## src/gio_pkg.sv

```systemverilog
/*
  Shared constants for the general purpose pin port: register offsets, field
  positions, reset values, bus response codes and the pin operation codes.
  Assumes nothing of its surroundings; the synchroniser, port, checker and bench import it.
*/
package gio_pkg;

  // Pins in one group and width of the register byte address.
  localparam int GIO_PINS = 16;
  localparam int GIO_ADDR_W = 6;

  // Register byte offsets, one aligned word each.
  localparam logic [5:0] GIO_CTRL_OFS = 6'h00;
  localparam logic [5:0] GIO_CMD_OFS = 6'h04;
  localparam logic [5:0] GIO_DIR_OFS = 6'h08;
  localparam logic [5:0] GIO_OUT_OFS = 6'h0c;
  localparam logic [5:0] GIO_IN_OFS = 6'h10;
  localparam logic [5:0] GIO_PCMD_OFS = 6'h14;
  localparam logic [5:0] GIO_STAT_OFS = 6'h18;

  // Field positions.
  localparam int GIO_SEL_BIT = 0;
  localparam int GIO_MAIN_BIT = 0;
  localparam int GIO_AUX_BIT = 1;
  localparam int GIO_IDX_LSB = 0;
  localparam int GIO_OP_LSB = 8;
  localparam int GIO_PULSE_BIT = 10;
  localparam int GIO_SERIAL_BIT = 11;
  localparam int GIO_STAT_GRP_BIT = 0;
  localparam int GIO_STAT_AUX_BIT = 1;

  // Reset values.
  localparam logic GIO_SEL_RST = 1'b0;
  localparam logic [GIO_PINS-1:0] GIO_DIR_RST = 16'h0000;
  localparam logic [GIO_PINS-1:0] GIO_LAT_RST = 16'h0000;

  // Bus response codes.
  localparam logic [1:0] GIO_RESP_OKAY = 2'h0;
  localparam logic [1:0] GIO_RESP_SLVERR = 2'h2;

  // Single pin operations carried in the pin command register.
  typedef enum logic [1:0] {GIO_OP_NONE, GIO_OP_IN, GIO_OP_OUT, GIO_OP_RSVD} gio_op_e;

endpackage : gio_pkg

```

## src/gio_sync_if.sv

```systemverilog
/*
  Interface that carries raw pin levels to the synchroniser and the cleaned
  levels back. Assumes both ends share the one system clock.
*/
`timescale 1ns/1ns
interface gio_sync_if #(parameter int W = 32);
  logic [W-1:0] raw;   // Pin levels straight from the pads.
  logic [W-1:0] clean; // Levels after synchronising and agreement.
  modport core (output raw, input clean);
  modport sync (input raw, output clean);
endinterface : gio_sync_if

```

## src/gio_sync.sv

```systemverilog
/*
  Three-stage synchroniser bank for the pin inputs. A change is passed on only
  once the second and third stages agree. Assumes the pins are asynchronous to
  mclk and that the parameter W matches the width of the interface.
*/
`timescale 1ns/1ns
module gio_sync #(
  parameter int W = 32 // Number of pins handled.
) (
  input wire logic mclk, // System clock.
  input wire logic rstn, // Asynchronous reset, active low.
  gio_sync_if.sync sif   // Raw levels in, clean levels out.
);
  import gio_pkg::*;

  genvar b;
  generate
    for (b = 0; b < W; b++) begin : g_bit
      logic s1; // First stage, read by the second stage only.
      logic s2; // Second stage.
      logic s3; // Third stage.
      logic hold; // Agreed level.
      // The chain; the first stage feeds nothing but the second.
      always_ff @(posedge mclk or negedge rstn) begin
        if (!rstn) begin
          s1 <= 1'b0;
          s2 <= 1'b0;
          s3 <= 1'b0;
        end else begin
          s1 <= sif.raw[b];
          s2 <= s1;
          s3 <= s2;
        end
      end
      // A level is accepted only when two settled stages agree.
      always_ff @(posedge mclk or negedge rstn) begin
        if (!rstn) begin
          hold <= 1'b0;
        end else if (s2 == s3) begin
          hold <= s3;
        end
      end
      assign sif.clean[b] = hold;
    end
  endgenerate

endmodule : gio_sync

```

## src/gio_port.sv

```systemverilog
/*
  General purpose pin port with two groups of pins, main and auxiliary, each
  with its own direction bits and output latch. Software reaches it over an
  AXI4-Lite slave. Assumes a single 100 MHz clock, pads that combine the
  output and enable of each pin, and an AXI4-Lite master that keeps to one
  write and one read outstanding at a time.
*/
`timescale 1ns/1ns

module gio_port #(
  parameter int PIN_CNT = gio_pkg::GIO_PINS, // Pins per group; 8 gives the reduced variant.
  parameter bit HAS_AUX = 1'b1               // Auxiliary group fitted.
) (
  input wire logic mclk,                                    // System clock.
  input wire logic rstn,                                    // Asynchronous reset, active low.
  input wire logic [gio_pkg::GIO_ADDR_W-1:0] s_axi_awaddr, // Write address.
  input wire logic s_axi_awvalid,                           // Write address valid.
  output logic s_axi_awready,                               // Write address ready.
  input wire logic [31:0] s_axi_wdata,                      // Write data.
  input wire logic [3:0] s_axi_wstrb,                       // Write byte strobes.
  input wire logic s_axi_wvalid,                            // Write data valid.
  output logic s_axi_wready,                                // Write data ready.
  output logic [1:0] s_axi_bresp,                           // Write response.
  output logic s_axi_bvalid,                                // Write response valid.
  input wire logic s_axi_bready,                            // Write response ready.
  input wire logic [gio_pkg::GIO_ADDR_W-1:0] s_axi_araddr, // Read address.
  input wire logic s_axi_arvalid,                           // Read address valid.
  output logic s_axi_arready,                               // Read address ready.
  output logic [31:0] s_axi_rdata,                          // Read data.
  output logic [1:0] s_axi_rresp,                           // Read response.
  output logic s_axi_rvalid,                                // Read data valid.
  input wire logic s_axi_rready,                            // Read data ready.
  input wire logic [PIN_CNT-1:0] pin_main_in,               // Main group pad levels.
  output logic [PIN_CNT-1:0] pin_main_out,                  // Main group drive values.
  output logic [PIN_CNT-1:0] pin_main_oe,                   // Main group drive enables.
  input wire logic [PIN_CNT-1:0] pin_aux_in,                // Auxiliary pad levels.
  output logic [PIN_CNT-1:0] pin_aux_out,                   // Auxiliary drive values.
  output logic [PIN_CNT-1:0] pin_aux_oe                     // Auxiliary drive enables.
);
  import gio_pkg::*;

  // Index width; with eight pins only three index bits are looked at.
  localparam int IDX_W = $clog2(PIN_CNT);

  // Captured write address and data while waiting for the partner channel.
  logic aw_full;                  // Write address held.
  logic w_full;                   // Write data held.
  logic [GIO_ADDR_W-1:0] aw_addr; // Held write address.
  logic [31:0] w_data;            // Held write data.
  logic [3:0] w_strb;             // Held byte strobes.
  logic wr_fire;                  // Both halves present, perform the write.
  logic wr_hit;                   // Held address is a mapped register.

  // The selected group, and whether it may be touched at all.
  logic group;                    // Zero main, one auxiliary.
  logic [1:0] grp_ok;             // Per group: selected and fitted.

  // Decoded register strobes for the write in progress.
  logic wr_ctrl;                  // Group select register.
  logic wr_cmd;                   // Group command register.
  logic wr_dir;                   // Direction bits.
  logic wr_out;                   // Output latch bits.
  logic wr_pcmd;                  // Single pin command.
  logic [PIN_CNT-1:0] lane_mask;  // Byte lanes written, widened to bits.
  logic [IDX_W-1:0] pin_idx;      // Pin addressed by a pin command.
  gio_op_e pin_op;                // Operation asked by a pin command.
  logic samp_req;                 // A sampling command names the pin.

  // Per group state gathered for the read path and the pads.
  logic [1:0][PIN_CNT-1:0] dir_w; // Direction bits of both groups.
  logic [1:0][PIN_CNT-1:0] lat_w; // Output latches of both groups.
  logic [2*PIN_CNT-1:0] lvl_w;    // Synchronised levels, aux above main.

  // Read decode.
  logic [31:0] next_rdata;        // Data for the address being taken.
  logic [1:0] next_rresp;         // Response for that address.

  // Synchroniser connection.
  gio_sync_if #(.W(2*PIN_CNT)) sif ();

  assign sif.raw = {pin_aux_in, pin_main_in};
  assign lvl_w = sif.clean;

  // Every pad level passes the synchroniser before software sees it.
  gio_sync #(
    .W(2*PIN_CNT)
  ) u_sync (
    .mclk(mclk),
    .rstn(rstn),
    .sif(sif)
  );

  // The write happens once address and data are both held and no response
  // is still waiting; holding the ready lines low until the response is
  // taken keeps to one write in flight.
  assign wr_fire = aw_full && w_full && !s_axi_bvalid;

  // Write address channel.
  always_ff @(posedge mclk or negedge rstn) begin
    if (!rstn) begin
      s_axi_awready <= 1'b1;
      aw_full <= 1'b0;
      aw_addr <= '0;
    end else if (s_axi_awvalid && s_axi_awready) begin
      s_axi_awready <= 1'b0;
      aw_full <= 1'b1;
      aw_addr <= s_axi_awaddr;
    end else if (wr_fire) begin
      aw_full <= 1'b0;
    end else if (s_axi_bvalid && s_axi_bready) begin
      s_axi_awready <= 1'b1;
    end
  end

  // Write data channel, taken independently of the address.
  always_ff @(posedge mclk or negedge rstn) begin
    if (!rstn) begin
      s_axi_wready <= 1'b1;
      w_full <= 1'b0;
      w_data <= '0;
      w_strb <= '0;
    end else if (s_axi_wvalid && s_axi_wready) begin
      s_axi_wready <= 1'b0;
      w_full <= 1'b1;
      w_data <= s_axi_wdata;
      w_strb <= s_axi_wstrb;
    end else if (wr_fire) begin
      w_full <= 1'b0;
    end else if (s_axi_bvalid && s_axi_bready) begin
      s_axi_wready <= 1'b1;
    end
  end

  // Write response; an unmapped address still answers, with an error.
  always_ff @(posedge mclk or negedge rstn) begin
    if (!rstn) begin
      s_axi_bvalid <= 1'b0;
      s_axi_bresp <= GIO_RESP_OKAY;
    end else if (wr_fire) begin
      s_axi_bvalid <= 1'b1;
      s_axi_bresp <= wr_hit ? GIO_RESP_OKAY : GIO_RESP_SLVERR;
    end else if (s_axi_bready) begin
      s_axi_bvalid <= 1'b0;
    end
  end

  // Address decode of the held write, plus the fields of a pin command.
  always_comb begin
    wr_ctrl = wr_fire && (aw_addr[5:2] == GIO_CTRL_OFS[5:2]);
    wr_cmd = wr_fire && (aw_addr[5:2] == GIO_CMD_OFS[5:2]);
    wr_dir = wr_fire && (aw_addr[5:2] == GIO_DIR_OFS[5:2]);
    wr_out = wr_fire && (aw_addr[5:2] == GIO_OUT_OFS[5:2]);
    wr_pcmd = wr_fire && (aw_addr[5:2] == GIO_PCMD_OFS[5:2]);
    // The input and status words are read only but still mapped.
    wr_hit = (aw_addr[5:2] <= GIO_STAT_OFS[5:2]);
    lane_mask = PIN_CNT'({{8{w_strb[1]}}, {8{w_strb[0]}}});
    pin_idx = w_data[GIO_IDX_LSB +: IDX_W];
    pin_op = gio_op_e'(w_data[GIO_OP_LSB +: 2]);
    samp_req = w_data[GIO_PULSE_BIT] || w_data[GIO_SERIAL_BIT];
  end

  // Group selection. It only changes on a select or group command and so
  // stays put through every other access. Both commands are accepted even
  // when no auxiliary pins are fitted; the group gate below blocks access.
  always_ff @(posedge mclk or negedge rstn) begin
    if (!rstn) begin
      group <= GIO_SEL_RST;
    end else if (wr_ctrl && w_strb[0]) begin
      group <= w_data[GIO_SEL_BIT];
    end else if (wr_cmd && w_strb[0] && w_data[GIO_AUX_BIT]) begin
      group <= 1'b1;
    end else if (wr_cmd && w_strb[0] && w_data[GIO_MAIN_BIT]) begin
      group <= 1'b0;
    end
  end

  // A group is reachable only while selected; the auxiliary one also only
  // when it exists, so a missing group can never be reached by accident.
  assign grp_ok[0] = (group == 1'b0);
  assign grp_ok[1] = (group == 1'b1) && HAS_AUX;

  // One copy of pin state per group. Writes only reach the group whose
  // gate is open, so the other keeps direction and latch untouched.
  genvar g;
  generate
    for (g = 0; g < 2; g++) begin : g_grp
      logic [PIN_CNT-1:0] dir_r; // Direction, one means output.
      logic [PIN_CNT-1:0] lat_r; // Output latch.

      // Direction bits: word writes per byte lane, then single pin ops.
      always_ff @(posedge mclk or negedge rstn) begin
        if (!rstn) begin
          dir_r <= GIO_DIR_RST;
        end else if (grp_ok[g] && wr_dir) begin
          dir_r <= (dir_r & ~lane_mask) | (w_data[PIN_CNT-1:0] & lane_mask);
        end else if (grp_ok[g] && wr_pcmd && w_strb[0]) begin
          if (samp_req || pin_op == GIO_OP_IN) begin
            // Sampling needs the pin released before it is looked at.
            dir_r[pin_idx] <= 1'b0;
          end else if (pin_op == GIO_OP_OUT) begin
            dir_r[pin_idx] <= 1'b1;
          end
        end
      end

      // Output latch: stored whatever the direction, so a later switch to
      // output shows the last value written.
      always_ff @(posedge mclk or negedge rstn) begin
        if (!rstn) begin
          lat_r <= GIO_LAT_RST;
        end else if (grp_ok[g] && wr_out) begin
          lat_r <= (lat_r & ~lane_mask) | (w_data[PIN_CNT-1:0] & lane_mask);
        end
      end

      assign dir_w[g] = dir_r;
      assign lat_w[g] = lat_r;
    end
  endgenerate

  // Pads. The enable follows the direction flop and the value the latch
  // flop, so a pin becomes driven with its latch value in the same cycle.
  assign pin_main_out = lat_w[0];
  assign pin_main_oe = dir_w[0];
  assign pin_aux_out = lat_w[1];
  assign pin_aux_oe = dir_w[1];

  // Read decode for the address on the read channel. Group dependent words
  // return zero when the selected group is not fitted.
  always_comb begin
    next_rdata = '0;
    next_rresp = GIO_RESP_OKAY;
    case (s_axi_araddr[5:2])
      GIO_CTRL_OFS[5:2]: begin
        next_rdata[GIO_SEL_BIT] = group;
      end
      GIO_CMD_OFS[5:2]: begin
        next_rdata = '0; // Commands read back as zero.
      end
      GIO_DIR_OFS[5:2]: begin
        if (grp_ok[group]) begin
          next_rdata[PIN_CNT-1:0] = dir_w[group];
        end
      end
      GIO_OUT_OFS[5:2]: begin
        if (grp_ok[group]) begin
          next_rdata[PIN_CNT-1:0] = lat_w[group];
        end
      end
      GIO_IN_OFS[5:2]: begin
        if (grp_ok[group]) begin
          // Levels as seen at the pads after synchronising.
          next_rdata[PIN_CNT-1:0] = lvl_w[group*PIN_CNT +: PIN_CNT];
        end
      end
      GIO_PCMD_OFS[5:2]: begin
        next_rdata = '0; // Pin commands read back as zero.
      end
      GIO_STAT_OFS[5:2]: begin
        next_rdata[GIO_STAT_GRP_BIT] = group;
        next_rdata[GIO_STAT_AUX_BIT] = HAS_AUX;
      end
      default: begin
        next_rresp = GIO_RESP_SLVERR;
      end
    endcase
  end

  // Read channel: the answer is registered one cycle after the address is
  // taken, and a new address is refused until the data are taken.
  always_ff @(posedge mclk or negedge rstn) begin
    if (!rstn) begin
      s_axi_arready <= 1'b1;
      s_axi_rvalid <= 1'b0;
      s_axi_rdata <= '0;
      s_axi_rresp <= GIO_RESP_OKAY;
    end else if (s_axi_arvalid && s_axi_arready) begin
      s_axi_arready <= 1'b0;
      s_axi_rvalid <= 1'b1;
      s_axi_rdata <= next_rdata;
      s_axi_rresp <= next_rresp;
    end else if (s_axi_rvalid && s_axi_rready) begin
      s_axi_rvalid <= 1'b0;
      s_axi_arready <= 1'b1;
    end
  end

endmodule : gio_port

```

## config.mk

```make
export PLATFORM = sky130hd
export DESIGN_NAME = gio_port
export DESIGN_NICKNAME = d
export VERILOG_FILES = /design/src/gio_pkg.sv /design/src/gio_sync_if.sv /design/src/gio_sync.sv /design/src/gio_port.sv
export SDC_FILE = /design/constraint.sdc
export NUM_CORES = 1
export LEC_CHECK = 0
export BUFFER_PORTS_ARGS = -buffer_cell sky130_fd_sc_hd__buf_4
export CORE_UTILIZATION = 40
export CTS_CLUSTER_SIZE = 28
export DETAILED_ROUTE_END_ITERATION = 16
export GPL_ROUTABILITY_DRIVEN = 1
export GPL_TIMING_DRIVEN = 0
export PLACE_DENSITY = 0.63
export REMOVE_ABC_BUFFERS = 1
export SYNTH_ARGS = -nofsm -noshare
export SYNTH_HDL_FRONTEND = slang
export SYNTH_SLANG_ARGS = --single-unit
```

## constraint.sdc

```tcl
create_clock -name mclk -period 2.2 [get_ports mclk]
set_input_delay 0.33 -clock mclk [delete_from_list [all_inputs] [get_ports mclk]]
set_output_delay 0.33 -clock mclk [all_outputs]
set_load 0.02 [all_outputs]
```

==> reports/metrics.yaml, run 1 <==
synth_flop_cell: "dfrtp_1"
die_area_sq_um: 25000
syn_area_sq_um: 9740
nFillCells: 2069
place.gp.congestion: 0.767
reg2reg_depth: 4
cts_tree: "built"
cts.sinks: 240
regArea_sq_um: 6010
max_cap_violations: 0
min_period_ps: 2160
grt_pass1_wl_microns: 38600
port_buffers: 151
drive_above_1_share: 0.340
die_w_microns: 158
synthTopCellsByCount: "dfrtp_1, mux2_2, a22oi_1"
fp.dieH_microns: 158
crit_path_start: "s_axi_bvalid$_DFFE_PN0P_"
grt-ovfl-total: 0
num_rows: 56
hold_slack_ps: 36.9
wl_per_cell_microns: 19.7
relSlewSlack: 0.238
crit-reg2reg-launch: "s_axi_bvalid$_DFFE_PN0P_"
grt_pass1_vias: 6770
synth.avg_cell_area_sq_um: 13.3
grt_antenna_before_repair: 0
rrSetupSlack_ps: 40
clock_skew_ps: 6.46
finalSetupViolCount: 0
ir_drop_mv: 0.802
fmax_ghz: 0.463
ys_async_sr_fraction: 1.00
syn2layout_area_growth_pct: 30.4
status: "complete, no violations"
yosysWarnings: 0
fin_area_sq_um: 12700
clk_transition_reported_paths_ps: 60
finalHoldViolCount: 0
synth.largest_area_cell: "dfrtp_1"
drtAntennaViolNets: 0
yosys_register_bits: 240
cp_max_fo: 16
clockBufferDepth: 3
htree_levels: 1
grt_max_degree: 112
viasPerCell: 5.40
cts_root_buffer: "clkbuf_16"
slew_violations: 0
ioPinCount: 192
drc: 0
coreArea_sq_um: 23700
worstPathRequired_ps: 2590
antenna_cells: 0
netlist_instances: 732
post_dp_cell_area_sq_um: 11200
total_leakage_power_nw: 5.54
fin_util: 0.536
gr-usage-all-layers: 0.200
worst_slew_pin_slew_ps: 1140
ys_seq_area_frac: 0.617
synthTopCellsByArea: "dfrtp_1, mux2_2, a22oi_1"
routed-via-count: 6787
start_util: 0.411
drtPass1Iterations: 6
critPathArrivalTime_ps: 2560
synth_edf_count: 0
drtIter0Drc: 557
fin_crit_sh: 0.983
detailed_place_hpwl_microns: 15500
crit_type: "reg -> reg"
wirelength_microns: 24800
setup_tns_ps: 0
worst_setup_path_start_kind: "flip-flop"
synth_top_area_frac: 0.609
worstSetupEndpointType: "flip-flop"
clock_latency_ps: 530
synth_cell_type_count: 53
holdCritPathClass: "in -> reg"
cts_buffers: 26
yosys.cell_count.top_type: "dfrtp_1"
multi_input_area_sq_um: 3590
power_density_nw_per_um2: 1030
fin_nets: 1007
## through the flow
stage	total power, mW	setup slack, ps	std cells
4_1_cts	13.0	-72.6	1254
2_1_floorplan	7.11	-458	677
3_3_place_gp	8.17	-2210	1147
3_5_place_dp	8.29	-600	1156
5_1_grt	13.6	-3.84	1257
6_report	13.0	37.9	1257
## final cells by class
cell class                 instances  share of cell area
timing repair buffer             214               0.142
tap                              319              0.0314
clock inverter                    10              0.0101
clock buffer                      36              0.0590
sequential                       240               0.474
multi-input combinational        434               0.282
inverter                           4             0.00118
## power breakdown
part	internal, mW	switching (mW)
sequential	4.98	0.937
combinational	1.23	1.47
clock	2.71	1.71
## worst min path at each step
stage,startpoint,slack [ps],depth (start not counted),to
floorplan,rstn,30,0,async pin
finish,s_axi_wdata[8],40,2,w_data[8]$_DFFE_PN0P_
CTS,s_axi_wdata[12],20,2,w_data[12]$_DFFE_PN0P_
global placement,u_sync.g_bit[26].s1$_DFF_PN0_,330,0,u_sync.g_bit[26].s2$_DFF_PN0_
global route,s_axi_wdata[2],30,2,w_data[2]$_DFFE_PN0P_
detailed placement,rstn,210,1,u_sync.g_bit[15].s1$_DFF_PN0_
## worst max-delay path: stages, from the launching register on
cell and delay [ps]:
dfrtp_1 450, nand4bb_4 410, nor2_2 730, o221ai_1 260
o2bb2ai_1 170
## layer usage
layer | share of wire | GRT usage | routed length (microns)
met1 | 0.46 | 0.286 | 11300
met2 | 0.46 | 0.316 | 11400
met3 | 0.066 | 0.0372 | 1630
met4 | 0.018 | 0.0476 | 450
met5 | 0 | 0 | 0
## placed cells by master, fill, tap and decap left out, types with 5 or more instances in the layout
| cell | count |
|---|---|
| nor2b_1 | 5 |
| maj3_1 | 32 |
| a31oi_1 | 10 |
| a22o_1 | 8 |
| o21ai_0 | 24 |
| a32o_1 | 14 |
| nand3_1 | 19 |
| clkbuf_16 | 28 |
| dlygate4sd3_1 | 38 |
| o221ai_1 | 24 |
| clkbuf_1 | 5 |
| dfrtp_1 | 234 |
| mux2i_1 | 21 |
| buf_4 | 166 |
| mux2_2 | 64 |
| conb_1 | 18 |
| a21oi_1 | 15 |
| o211ai_1 | 14 |
| clkinv_2 | 6 |
| a22oi_1 | 45 |
| nand2_1 | 42 |
| o2bb2ai_1 | 16 |
## repair_timing
| item | 4_1_cts | 5_1_grt |
|---|---|---|
| setup endpoints to repair | 78 | 37 |
| pin swaps | 4 | 1 |
| hold buffers | 38 | 0 |
| cloned | 1 | 1 |
| buffers inserted | 13 | 2 |
| gates resized for setup | 13 | 12 |
| endpoints found under the hold margin | 66 | 0 |
## logic make-up after synthesis
group	Yosys count	share of synthesized area
adder cells (fa/ha/maj)	32	0.0329
AO/OA/AOI/OAI	180	0.141
multiplexers	85	0.0956
XOR/XNOR	1	0.000900
other	1	0.000385
flip-flops	240	0.617
buffers and inverters	76	0.0397
AND/OR/NAND/NOR	117	0.0725
Note: power is estimated with default switching activity, not from simulation.
==> run 2, diff against run 1 <==
- RECOVER_POWER: default -> 100
==> run 2 against run 1 <==
Clock skew fell by 0.51 ps. Non-clock buffer count stayed put. Clock power barely moved. Final cell count is the same. Combinational power fell by 6%. Hold slack got worse by 1.7 ps. Largest power group unchanged. Highest routed layer unchanged.
==> reports/metrics.yaml, run 2 (synthesis gave the netlist of run 1 again) <==
status: "complete, no violations"
start_util: 0.411  # unchanged
place.gp.congestion: 0.767  # unchanged
cts.sinks: 240  # unchanged
clock_latency_ps: 530  # about the same
grt_pass1_vias: 6770  # unchanged
slowest_delay_ps: 720  # about the same
cts_buffers: 26  # unchanged
detailed_place_hpwl_microns: 15500  # unchanged
ioPinCount: 192  # unchanged
clk_transition_reported_paths_ps: 60  # about the same
wirelength_microns: 24800  # +0.19%
clockBufferDepth: 3  # unchanged
fmax_ghz: 0.467  # +1.0%
critPathArrivalTime_ps: 2530  # -30 ps
cts_tree: "built"
worstSetupEndpointType: "flip-flop"
power.total_mw: 12.9  # -1.2%
relSlewSlack: 0.236  # -0.00236
max_cap_violations: 0  # unchanged
port_buffers: 151  # unchanged
gr-usage-all-layers: 0.200  # unchanged
fp.dieH_microns: 158  # unchanged
hold_slack_ps: 35.2  # -1.70 ps
num_rows: 56  # unchanged
slew_violations: 0  # unchanged
finalHoldViolCount: 0  # unchanged
cp_max_fo: 16  # unchanged
htree_levels: 1  # unchanged
fin_nets: 1007  # unchanged
post_dp_cell_area_sq_um: 11200  # unchanged
grt-ovfl-total: 0  # unchanged
coreArea_sq_um: 23700  # unchanged
wl_per_cell_microns: 19.8  # +0.19%
syn2layout_area_growth_pct: 27.0
worst_slew_pin_slew_ps: 1140  # +3.53 ps
path_cells: "nand4bb_4, nor2_2, o221ai_1, o2bb2ai_1"
die_w_microns: 158  # unchanged
grt_antenna_before_repair: 0  # unchanged
crit_type: "reg -> reg"
antenna_cells: 0  # unchanged
drtIter0Drc: 551  # -1.1%
ir_drop_mv: 0.805  # +0.35%
grt_max_degree: 112  # unchanged
viasPerCell: 5.41  # +0.24%
final_common_cell: "dfrtp_1"
fin_area_sq_um: 12400  # -2.6%
cts_root_buffer: "clkbuf_16"
worstPathRequired_ps: 2590  # about the same
die_area_sq_um: 25000  # unchanged
fin_crit_sh: 0.973  # -0.00997
power_density_nw_per_um2: 1040  # +1.4%
fin_util: 0.522  # -0.0138
drtAntennaViolNets: 0  # unchanged
grt_pass1_wl_microns: 38600  # unchanged
drtPass1Iterations: 5  # -1
worst_setup_path_start_kind: "flip-flop"
drc: 0  # unchanged
drive_above_1_share: 0.244  # -0.0959
total_leakage_power_nw: 5.17  # -6.8%
final_cell_mix: "dfrtp_1, clkbuf_1, mux2_2"
min_period_ps: 2140  # -21.9 ps
critPathSlowestCell: "nor2_2"
holdCritPathClass: "in -> reg"
routed-via-count: 6803  # +0.24%
clock_skew_ps: 5.94  # -0.513 ps
finalSetupViolCount: 0  # unchanged
## run 2: cell types whose count changed in the layout (fill, tap and decap cells not counted)
cell | before | now
dfstp_1 | 0 | 3
clkbuf_4 | 0 | 33
buf_4 | 166 | 46
clkbuf_1 | 5 | 92
dfstp_2 | 3 | 0
## run 2: cell type report
cell class,count,area (sq um)
Fill cell,2157,11300
Clock inverter,10,128
Tap cell,319,399
Sequential cell,240,6010
Clock buffer,36,749
Timing Repair Buffer,214,1480
Inverter,4,15.0
Multi-Input combinational cell,434,3590
## run 2: path summary, 6_finish.rpt
kind	startpoint	end	slack, ps	cells past startpoint
worst max-delay path	s_axi_bvalid$_DFFE_PN0P_	flip-flop	60	4
worst min-delay path	s_axi_wdata[8]	w_data[8]$_DFFE_PN0P_	40	2
worst max register to register	s_axi_bvalid$_DFFE_PN0P_	flip-flop	60	4
worst min register to register	u_sync.g_bit[21].s1$_DFF_PN0_	u_sync.g_bit[21].s2$_DFF_PN0_	350	0
max in group asynchronous	rstn	u_sync.g_bit[0].s2$_DFF_PN0_	1120	3
min in group asynchronous	rstn	u_sync.g_bit[15].s1$_DFF_PN0_	260	2
## run 2: metal layers
metal / vias to the layer above / wire (microns) / track usage
met3: 38 / 1590 / 0.0372
met1: 3423 / 11400 / 0.286
met5: - / 0 / 0
met4: 0 / 479 / 0.0476
li1: 3098 / - / -
met2: 244 / 11400 / 0.316
## run 2: per-stage QoR
step / TNS (ps) / instances / setup WS, ps
floorplan: -12180 / 677 / -458
global placement: -357690 / 1147 / -2210
detailed placement: -33690 / 1156 / -600
CTS: -895 / 1254 / -72.6
global route: -3.84 / 1257 / -3.84
finish: 0 / 1257 / 59.8
## run 2: power breakdown
| part | internal, mW | total, mW | leakage (nW) | switching, mW |
|---|---|---|---|---|
| Clock | 2.71 | 4.43 | 0.433 | 1.71 |
| Sequential | 4.98 | 5.91 | 2.99 | 0.935 |
| Combinational | 1.08 | 2.55 | 1.75 | 1.47 |
## run 2: timing repair
item,4_1_cts,5_1_grt
setup endpoints to repair,78,37
gates cloned,1,1
endpoints found under the hold margin,66,0
resized for setup,13,12
buffers inserted,13,2
pin swaps,4,1
hold buffers,38,0
## run 2: worst max-delay path: cells and delay by family, from the launching register on
family / cells / cell delay [ps]
and+or+nand+nor: 2 / 1130
DFF: 1 / 440
AOI/OAI and AO/OA: 2 / 420
